File: src/hdl/spi_nvm_defines.vh
// constants for the serial nonvolatile memory command engine
`ifndef SPI_NVM_DEFINES_VH
`define SPI_NVM_DEFINES_VH
// ************************************************************
// opcodes
// ************************************************************
`define OP_WRITE_ENABLE   8'h06
`define OP_WRITE_DISABLE  8'h04
`define OP_STATUS_READ    8'h05
`define OP_STATUS_WRITE   8'h01
`define OP_MEM_READ       8'h03
`define OP_FAST_READ      8'h0B
`define OP_MEM_WRITE      8'h02
// ************************************************************
// status register layout
// ************************************************************
`define ST_PIN_EN_BIT     7
`define ST_BP_HIGH_BIT    3
`define ST_BP_LOW_BIT     2
`define ST_WEL_BIT        1
`define ST_FIXED_ONE      8'h40
`define ST_WRITABLE_MASK  8'h8C
`define ST_RESET          8'h40
// ************************************************************
// array and protected ranges
// ************************************************************
`define ADDR_W            18
`define ADDR_LAST         18'h3FFFF
`define PROT_QUARTER      18'h30000
`define PROT_HALF         18'h20000
`endif

File: src/hdl/byte_skid.v
// two-entry buffer with valid and ready on both sides
`timescale 1ns/1ps
module byte_skid #(
    parameter WIDTH = 26
) (
    // clock and reset
    input  wire             clk,
    input  wire             sys_rst,
    input  wire             ce,
    // fill side
    input  wire             in_valid,
    output wire             in_ready,
    input  wire [WIDTH-1:0] in_data,
    // drain side
    output wire             out_valid,
    input  wire             out_ready,
    output reg  [WIDTH-1:0] out_data
);
    reg [WIDTH-1:0] spare_q;
    reg             full0_q;
    reg             full1_q;

    assign in_ready  = ~full1_q;
    assign out_valid = full0_q;

    // head register drives out_data, spare holds a word during a stall
    always @(posedge clk) begin
        if (sys_rst) begin
            full0_q  <= 1'b0;
            full1_q  <= 1'b0;
            out_data <= {WIDTH{1'b0}};
            spare_q  <= {WIDTH{1'b0}};
        end else if (ce) begin
            if (full0_q && out_ready) begin
                if (full1_q) begin
                    // in_ready is low while full, so a waiting word is not taken twice
                    out_data <= spare_q;
                    full1_q  <= 1'b0;
                end else if (in_valid) begin
                    out_data <= in_data;
                end else begin
                    full0_q <= 1'b0;
                end
            end else if (in_valid && !full1_q) begin
                if (!full0_q) begin
                    out_data <= in_data;
                    full0_q  <= 1'b1;
                end else begin
                    spare_q <= in_data;
                    full1_q <= 1'b1;
                end
            end
        end
    end
endmodule // byte_skid

File: src/hdl/spi_nvm_engine.v
// command engine of a serial nonvolatile memory acting as spi slave
`timescale 1ns/1ps
`include "spi_nvm_defines.vh"
module spi_nvm_engine #(
    parameter ADDR_W = `ADDR_W
) (
    // clock, reset, enable
    input  wire              clk,
    input  wire              sys_rst,
    input  wire              ce,
    // spi pins from the master
    input  wire              cs_n,
    input  wire              sck,
    input  wire              si,
    input  wire              wp_n,
    // spi serial output
    output reg               so_out,
    output reg               so_oe,
    // array write request, buffered
    output wire              mem_wr_valid,
    input  wire              mem_wr_ready,
    output wire [ADDR_W-1:0] mem_wr_addr,
    output wire [7:0]        mem_wr_data,
    // array read port, combinational data expected
    output reg  [ADDR_W-1:0] mem_rd_addr,
    input  wire [7:0]        mem_rd_data,
    // nonvolatile protect bits: load at reset, store on each accepted status write
    input  wire [2:0]        nv_prot_in,
    output reg  [2:0]        nv_prot_out,
    output reg               nv_prot_store,
    // status visible to system
    output wire [7:0]        status_byte
);
    // ************************************************************
    // states
    // ************************************************************
    localparam ST_OPC   = 3'd0;
    localparam ST_ADDR  = 3'd1;
    localparam ST_DUMMY = 3'd2;
    localparam ST_RDAT  = 3'd3;
    localparam ST_WDAT  = 3'd4;
    localparam ST_SWR   = 3'd5;
    localparam ST_SRD   = 3'd6;
    localparam ST_IDLE  = 3'd7;

    // ************************************************************
    // pin synchronisers
    // ************************************************************
    reg  [3:0] sync1_q;
    reg  [3:0] sync2_q;
    reg        sck_prev_q;
    reg        cs_prev_q;
    wire       cs_n_s = sync2_q[0];
    wire       sck_s  = sync2_q[1];
    wire       si_s   = sync2_q[2];
    wire       wp_n_s = sync2_q[3];
    wire       sck_rise = sck_s & ~sck_prev_q & ~cs_n_s;
    wire       sck_fall = ~sck_s & sck_prev_q & ~cs_n_s;
    wire       cs_fall  = ~cs_n_s & cs_prev_q;
    wire       cs_rise  = cs_n_s & ~cs_prev_q;

    // two flops per pin before any logic looks at them
    always @(posedge clk) begin
        if (sys_rst) begin
            sync1_q    <= 4'h9;                                           // idle pin levels
            sync2_q    <= 4'h9;                                           // no false edge
            sck_prev_q <= 1'b0;
            cs_prev_q  <= 1'b1;
        end else if (ce) begin
            sync1_q    <= {wp_n, si, sck, cs_n};
            sync2_q    <= sync1_q;
            sck_prev_q <= sck_s;
            cs_prev_q  <= cs_n_s;
        end
    end

    // ************************************************************
    // command engine
    // ************************************************************
    reg [2:0]        state_q;
    reg [7:0]        opc_q;
    reg [7:0]        shift_q;
    reg [2:0]        bit_q;
    reg [1:0]        abyte_q;
    reg [ADDR_W-1:0] addr_q;
    reg [7:0]        tx_q;
    reg              wel_q;
    reg              pin_en_q;
    reg [1:0]        bp_q;
    reg              clr_wel_q;
    reg              stopped_q;
    reg              loaded_q;
    reg              push_q;
    reg [ADDR_W-1:0] push_addr_q;
    reg [7:0]        push_data_q;
    wire [7:0]       rx_byte = {shift_q[6:0], si_s};
    wire             byte_end = sck_rise && (bit_q == 3'd7);
    wire             push_ready;
    wire             wp_hit;

    // fixed bits always read back at their fixed values
    assign status_byte = `ST_FIXED_ONE |
                         ({pin_en_q, 3'b000, bp_q, wel_q, 1'b0} & 8'h8E);

    // protected range decode from the block protect pair
    assign wp_hit = (bp_q == 2'b11) ||
                    (bp_q == 2'b10 && addr_q >= `PROT_HALF) ||
                    (bp_q == 2'b01 && addr_q >= `PROT_QUARTER);

    // status write refused when pin protect is active or latch clear
    wire swr_ok = wel_q && !(pin_en_q && !wp_n_s);

    // main sequencer, command actions keyed to sampled sck and cs edges
    always @(posedge clk) begin
        if (sys_rst) begin
            state_q       <= ST_IDLE;
            opc_q         <= 8'h00;
            shift_q       <= 8'h00;
            bit_q         <= 3'd0;
            abyte_q       <= 2'd0;
            addr_q        <= {ADDR_W{1'b0}};
            tx_q          <= 8'h00;
            wel_q         <= 1'b0;
            pin_en_q      <= 1'b0;
            bp_q          <= 2'b00;
            clr_wel_q     <= 1'b0;
            stopped_q     <= 1'b0;
            loaded_q      <= 1'b0;
            push_q        <= 1'b0;
            push_addr_q   <= {ADDR_W{1'b0}};
            push_data_q   <= 8'h00;
            nv_prot_out   <= 3'b000;
            nv_prot_store <= 1'b0;
        end else if (ce) begin
            nv_prot_store <= 1'b0;
            if (push_q && push_ready)
                push_q <= 1'b0;
            // nonvolatile protect bits restored once after reset
            if (!loaded_q) begin
                loaded_q <= 1'b1;
                {pin_en_q, bp_q} <= nv_prot_in;
            end
            if (cs_fall) begin
                state_q   <= ST_OPC;
                bit_q     <= 3'd0;
                clr_wel_q <= 1'b0;
                stopped_q <= 1'b0;
            end else if (cs_rise) begin
                // partial byte simply dropped with the state
                state_q <= ST_IDLE;
                if (clr_wel_q)
                    wel_q <= 1'b0;
                clr_wel_q <= 1'b0;
            end else if (sck_rise && state_q != ST_IDLE) begin
                bit_q   <= bit_q + 3'd1;
                shift_q <= rx_byte;
                if (byte_end) begin
                    case (state_q)
                        ST_OPC: begin
                            opc_q   <= rx_byte;
                            abyte_q <= 2'd0;
                            case (rx_byte)
                                `OP_WRITE_ENABLE: begin
                                    wel_q   <= 1'b1;
                                    state_q <= ST_IDLE;
                                end
                                `OP_WRITE_DISABLE: begin
                                    wel_q   <= 1'b0;
                                    state_q <= ST_IDLE;
                                end
                                `OP_STATUS_READ: begin
                                    tx_q    <= status_byte;
                                    state_q <= ST_SRD;
                                end
                                `OP_STATUS_WRITE: begin
                                    clr_wel_q <= 1'b1;
                                    state_q   <= ST_SWR;
                                end
                                `OP_MEM_READ, `OP_FAST_READ, `OP_MEM_WRITE: begin
                                    state_q <= ST_ADDR;
                                    if (rx_byte == `OP_MEM_WRITE)
                                        clr_wel_q <= 1'b1;
                                end
                                default: state_q <= ST_IDLE;
                            endcase
                        end
                        ST_ADDR: begin
                            // upper six bits fall off the top
                            addr_q  <= {addr_q[ADDR_W-9:0], rx_byte};
                            abyte_q <= abyte_q + 2'd1;
                            if (abyte_q == 2'd2) begin
                                if (opc_q == `OP_MEM_WRITE)
                                    state_q <= ST_WDAT;
                                else if (opc_q == `OP_FAST_READ)
                                    state_q <= ST_DUMMY;
                                else
                                    state_q <= ST_RDAT;
                            end
                        end
                        ST_DUMMY: state_q <= ST_RDAT;
                        ST_SWR: begin
                            if (swr_ok) begin
                                pin_en_q      <= rx_byte[`ST_PIN_EN_BIT];
                                bp_q          <= {rx_byte[`ST_BP_HIGH_BIT],
                                                  rx_byte[`ST_BP_LOW_BIT]};
                                nv_prot_out   <= {rx_byte[`ST_PIN_EN_BIT],
                                                  rx_byte[`ST_BP_HIGH_BIT],
                                                  rx_byte[`ST_BP_LOW_BIT]};
                                nv_prot_store <= 1'b1;
                            end
                            state_q <= ST_IDLE;
                        end
                        ST_WDAT: begin
                            // pin never gates the array; protect stops burst
                            if (!wel_q || stopped_q || wp_hit) begin
                                stopped_q <= 1'b1;
                            end else begin
                                push_q      <= 1'b1;
                                push_addr_q <= addr_q;
                                push_data_q <= rx_byte;
                                addr_q      <= addr_q + 1'b1;
                            end
                        end
                        ST_RDAT: addr_q <= addr_q + 1'b1;
                        default: state_q <= ST_IDLE;
                    endcase
                end
            end
        end
    end

    // ************************************************************
    // serial output
    // ************************************************************
    wire shifting_out = (state_q == ST_RDAT) || (state_q == ST_SRD);

    // output changes on sck fall; si is never sampled into data here
    always @(posedge clk) begin
        if (sys_rst) begin
            so_out      <= 1'b0;
            so_oe       <= 1'b0;
            mem_rd_addr <= {ADDR_W{1'b0}};
        end else if (ce) begin
            mem_rd_addr <= addr_q;
            if (cs_n_s || !shifting_out) begin
                so_oe <= 1'b0;
            end else if (sck_fall) begin
                so_oe <= 1'b1;
                if (state_q == ST_SRD)
                    so_out <= tx_q[3'd7 - bit_q];
                else
                    so_out <= mem_rd_data[3'd7 - bit_q];
            end
        end
    end

    // ************************************************************
    // write buffer toward the array
    // ************************************************************
    // a stalled array loses nothing while at most three bytes are pending; the third waits in push_q, a fourth overwrites it
    byte_skid #(
        .WIDTH(ADDR_W + 8)
    ) u_wbuf (
        .clk      (clk),
        .sys_rst  (sys_rst),
        .ce       (ce),
        .in_valid (push_q),
        .in_ready (push_ready),
        .in_data  ({push_addr_q, push_data_q}),
        .out_valid(mem_wr_valid),
        .out_ready(mem_wr_ready),
        .out_data ({mem_wr_addr, mem_wr_data})
    );
endmodule // spi_nvm_engine

File: config.mk
export PLATFORM = sky130hd
export DESIGN_NAME = spi_nvm_engine
export DESIGN_NICKNAME = d
export VERILOG_FILES = /design/src/hdl/byte_skid.v /design/src/hdl/spi_nvm_engine.v
export VERILOG_INCLUDE_DIRS = /design/src /design/src/hdl
export SDC_FILE = /design/constraint.sdc
export NUM_CORES = 1
export LEC_CHECK = 0
export BUFFER_PORTS_ARGS = -buffer_cell sky130_fd_sc_hd__buf_2
export CORE_MARGIN = 5
export CORE_UTILIZATION = 44
export CTS_CLUSTER_DIAMETER = 150
export DETAILED_ROUTE_END_ITERATION = 6
export GPL_TIMING_DRIVEN = 0
export RECOVER_POWER = 100
export SYNTH_ARGS = -nofsm -noshare
export SYNTH_HDL_FRONTEND = slang
export SYNTH_SLANG_ARGS = --single-unit
File: constraint.sdc
create_clock -name clk -period 2.5 [get_ports clk]
set_clock_uncertainty 0.05 [all_clocks]
set_input_delay 0.25 -clock clk [delete_from_list [all_inputs] [get_ports clk]]
set_output_delay 0.25 -clock clk [all_outputs]
set_load 0.01 [all_outputs]
# Word level (Yosys, flattened, before mapping)
# Index checks and enable logic that the tools add are counted.
# totals
ff_bits	168
in_bits	19
output_inout_bits	59
wordCells	221
# op_classes
addsub	4
magnitude_cmp	3
n_eq_ne	31
muxes	80
bitwise_logic	16
n_reduce_logical	58
# ops
op	count
two-way mux 26 bit	5
case mux 18 bit (3 select lines)	1
two-way mux 1 bit	50
>= comparator 18 bit, second input constant	2
AND reduction 7 bit	5
two-way mux 3 bit	9
== test 8 x 2 -> 1 bit, second input constant	3
== test 8 x 3 -> 1 bit, second input constant	3
AND reduction 6 bit	4
nonzero test 2 bit	11
adder 18 x 1 -> 18 bit, second input constant	1
two-way mux 18 bit	1
== test 8 x 4 -> 1 bit, second input constant	2
AND reduction 4 bit	4
nonzero test 3 bit	5
two-way mux 2 bit	7
== test 3 bit, second input constant	4
case mux 3 bit (4 select lines)	1
inequality test 2 bit, second input constant	5
NOT 1 bit	10
logical AND 1 bit	9
case mux 3 bit (3 select lines)	1
AND reduction 3 bit	3
== test 8 x 1 -> 1 bit, second input constant	1
25 further kinds	45

# Logic depth before layout (Yosys ltp)
# depth
depth_word	11
mapped_depth	10
depth_no_buf	7

# By module
# Synthesis repeated with hierarchy kept, for this count alone.
# hier_totals
cells_unflattened	912
hier_area_um2	7875.1
# by_module_without_submodules
mod	instances	cells_each	area_each_um2	seq_area_each_um2
spi_nvm_engine	1	625	5396.4	2282.2
byte_skid	1	287	2478.6	1081.0

# Worst setup path after synthesis
# No wires, ideal clock.
# synth_timing
path_kind	flip-flop to flip-flop
startpoint	reg bit_q[1]
endpoint	reg push_addr_q[0]
setup_time_ps	132
t_arrival_ps	1905
required_time_ps	2318
slack_ps	413
stages_incl_launch_ff	10
n_path_buf	2
period_less_slack_ps	2087
cell_sequence	dfxtp_1 -> ha_1 -> ha_1 -> and4bb_4 -> nand3_1 -> or3_1 -> buf_2 -> buf_2 -> nand2_1 -> a21oi_1
# synth_via
elab_chain_cells	3
# synth_lines
element	line	source
start: declaration	spi_nvm_engine.v:83	reg [2:0] bit_q;
start signal: assignment	spi_nvm_engine.v:155	bit_q <= bit_q + 3'd1;
== test 3 bit	spi_nvm_engine.v:97	wire byte_end = sck_rise && (bit_q == 3'd7);
logical AND 1 bit	spi_nvm_engine.v:97	
AND reduction 7 bit (no source line)	--	
end signal: assignment	spi_nvm_engine.v:130	push_addr_q <= {ADDR_W{1'b0}};
end signal: assignment	spi_nvm_engine.v:219	push_addr_q <= addr_q;
end: declaration	spi_nvm_engine.v:94	reg [ADDR_W-1:0] push_addr_q;
# No other way between the ends.
# A chain may end at the register's enable or synchronous reset.

# Worst setup path after layout
# layout_timing
startpoint	reg bit_q[1]
endpoint	reg push_addr_q[17]
# The elaborated chain is that of the path after synthesis.

==> impl_metrics.toml <==
[detailed_routing]
wl_per_cell_um = 16.4
firstDrtPassIters = 6
vias = 6319
antenna_left = 0
post-route-drc-count = 0
drt-total-wl_mm = 19.4
routed_via_density = 5.35
drtIter0Drc = 612

[timing]
final_max_slew_viol_count = 0
hold_violations = 0
holdWs_ns = 0.0101
grt_setup_unrepaired = "no"
setup_viol = 0
fin_crit_sh_pct = 94.9
setup_slack_ns = 0.129
period_minus_slack_ns = 2.37
slew-limit-headroom_pct = 37.7
max_freq_ghz = 0.422
tightest_slew_ns = 0.928

[power_and_ir_drop]
p_leak_nw = 3.19
pwr-share-seq_pct = 49.4
peakVddDrop_v = 0.000508
p_int_mw = 4.21
power_frac_comb_pct = 5.1
clock_power_share_pct = 45.5
p_per_area_nw_per_um2 = 641
swShare_pct = 23.4
p_switching_mw = 1.28

[logic_synthesis]
synth_edf_count = 0
ys_seq_elements = 168
synthTopCellsByCount = "dfxtp_1, nand2_1, nor2_1"
synth_mux_area_share_pct = 12.1
synth-simple-area-share_pct = 20.1
synthXorXnorAreaFrac_pct = 0.356
synth_top_cell_area_share_pct = 45.6
synth_most_common_cell = "dfxtp_1"
netlist_area_um2 = 7380
synth_cell_type_count = 70
ys_seq_area_share_pct = 45.6
ys_async_sr_fraction_pct = 0
synth_top_area_cell = "dfxtp_1"
syn_area_per_cell_um2 = 8.66
yosys-top-cells-area = "dfxtp_1, mux2i_1, nand2_1"
synthAdderAreaFrac_pct = 1.19
synth_top_family_by_area = "simple AND/OR/NAND/NOR gates"
synth_compound_area_share_pct = 15.7
ys_warn_count = 0
syn_inst = 852
ys.flop_type = "dfxtp_1"

[clock_tree]
htree_levels = 4
worstSkewPairLatency_ns = 0.43
cts_max_path_buffers = 2
cts.sinks = 168
cts-root-buf = "clkbuf_16"
cts_buffers = 17
clkSlewWorstSetupHoldPaths_ns = 0.07
cts_tree = "yes"

[placement]
place_hpwl_mm = 13.9
dp_slack_ns = -0.0102
place.gp.congestion = 0.915
io_buffers = 71
place_inst = 1145

[grt]
grt_start_max_net_pins = 17
antenna_found_initial = 0
overflow = 0
grt_pass1_vias = 5876
grt_pass1_wl_mm = 31.7
grt_use_total_pct = 19.9

[min_path]
hp-class = "primary input to register"

[setup_path]
crit_chain = "ha_1, ha_1, and4bb_4, nand3_1, or3_1, buf_2, buf_2, nand2_1, a21oi_1"
critPathMaxStageDelay_ns = 0.41
cp-start-kind = "register"
worstPathRequired_ns = 2.73
crit_fanout = 10
critPathCaptureType = "register"
slowest_stage = "dfxtp_2"
crit_type = "register to register"
critPathArrivalTime_ns = 2.60

[floorplan]
io_pins = 78
num_rows = 47
dieWidth_um = 139
core_area_um2 = 16500
initial_core_util_pct = 44.7
dieArea_um2 = 19500
fp.dieH_um = 139

[layout]
area_delta_synth_final_pct = 16.0
fin_nets = 975
final_cells = 1181
seq_area_um2 = 3360
layout-drive-gt1-share_pct = 9.37
multi_input_area_um2 = 3680
diodes = 0
fillers = 1688

[flow_run]
maxCapViolations = 0

[status]
outcome = "finished clean"
[kinds of logic (layout without fill, tap and decap cells)]
kind of cell | Yosys count | in the layout
compound gates | 188 | 188
mux | 85 | 85
fa+ha+maj | 7 | 7
buf+inv | 84 | 191
xor+xnor | 3 | 3
flops | 168 | 168
other cells | 2 | 4
simple gates | 315 | 315
[metrics by stage]
step	power (mW)	setup TNS [ns]	cell area, um2	utilization [%]
5_1_grt	5.68	0	8560	51.8
3_3_place_gp	3.05	-0.0156	8020	48.5
6_report	5.49	0	8560	51.8
4_1_cts	5.54	0	8610	52.1
2_1_floorplan	2.96	0	7390	-
3_5_place_dp	3.05	-0.0102	8020	48.5
[critical path, delay by kind of cell, from the launching register on]
kind                     cells  cell delay, ns
buffers and inverters        2            0.39
adder cells (fa/ha/maj)      2            0.42
AO/OA/AOI/OAI                1            0.05
flip-flops                   1            0.41
AND/OR/NAND/NOR              4            0.91
[sequential cells by signal, indices dropped and copies added (netlist names), 5 cells and up]
signal           flops
addr_q              18
mem_rd_addr         18
opc_q                8
push_addr_q         18
push_data_q          8
shift_q              7
tx_q                 5
u_wbuf.out_data     26
u_wbuf.spare_q      26
[area by class of cell]
type | instances | share of cell area (%)
Timing Repair Buffer | 76 | 3.79
Buffer | 69 | 3.50
Inverter | 15 | 0.658
Tap cell | 220 | 3.22
Clock inverter | 10 | 1.13
Sequential cell | 168 | 39.3
Clock buffer | 21 | 5.38
Multi-Input combinational cell | 602 | 43.0
[what timing repair did]
action | CTS | global route
setup buffers | 0 | 3
resized for setup | 2 | 4
setup endpoints to repair | 5 | 36
hold endpoints to repair | 2 | 0
pin swaps | 0 | 2
hold buffers | 2 | 0
[per-layer routing]
metal / track usage, % / wire length (um) / up-vias
met5: 0 / 0 / -
met4: 5.92 / 316 / 0
met3: 3.60 / 1130 / 29
met2: 30.1 / 8360 / 189
met1: 29.0 / 9620 / 2924
li1: - / - / 3177
[power groups by stage]
stage	clock network [mW]	logic, mW	registers, mW
3_5_place_dp	0	0.274	2.77
3_3_place_gp	0	0.274	2.77
5_1_grt	2.66	0.306	2.71
2_1_floorplan	0	0.190	2.77
4_1_cts	2.55	0.278	2.71
6_report	2.50	0.280	2.71
[worst paths after layout]
check / slack, ns / to / startpoint / depth (start not counted)
setup / recovery: 0.13 / push_addr_q[17] / bit_q[1] / 9
hold / removal: 0.01 / sync1_q[2] / si / 3
setup reg to reg: 0.13 / push_addr_q[17] / bit_q[1] / 9
hold reg to reg: 0.40 / u_wbuf.spare_q[2] / u_wbuf.spare_q[2] / 2
[cell usage in the layout (no fill, tap or decap), drive strengths merged, types with 3 or more instances in the layout]
cell type  Yosys  routed
a211oi        34      34
a21o           6       6
a21oi         85      85
a22oi          3       3
a31oi          4       4
and2           4       4
and3           5       5
buf           25      36
clkbuf        44     128
clkinv         1       4
clkinvlp       0       4
conb           2       4
dfxtp        168     168
ha             7       7
inv           14      16
mux2i         81      81
mux4           3       3
nand2        134     134
nand3         15      15
nand3b         3       3
nand4          7       7
nor2          98      98
nor2b          5       5
nor3           9       9
nor3b          4       4
nor4          10      10
nor4b          3       3
o211ai         4       4
o21ai         30      30
o31ai          3       3
or3            5       5
or4            3       3
(Power assumes the default switching activity.)
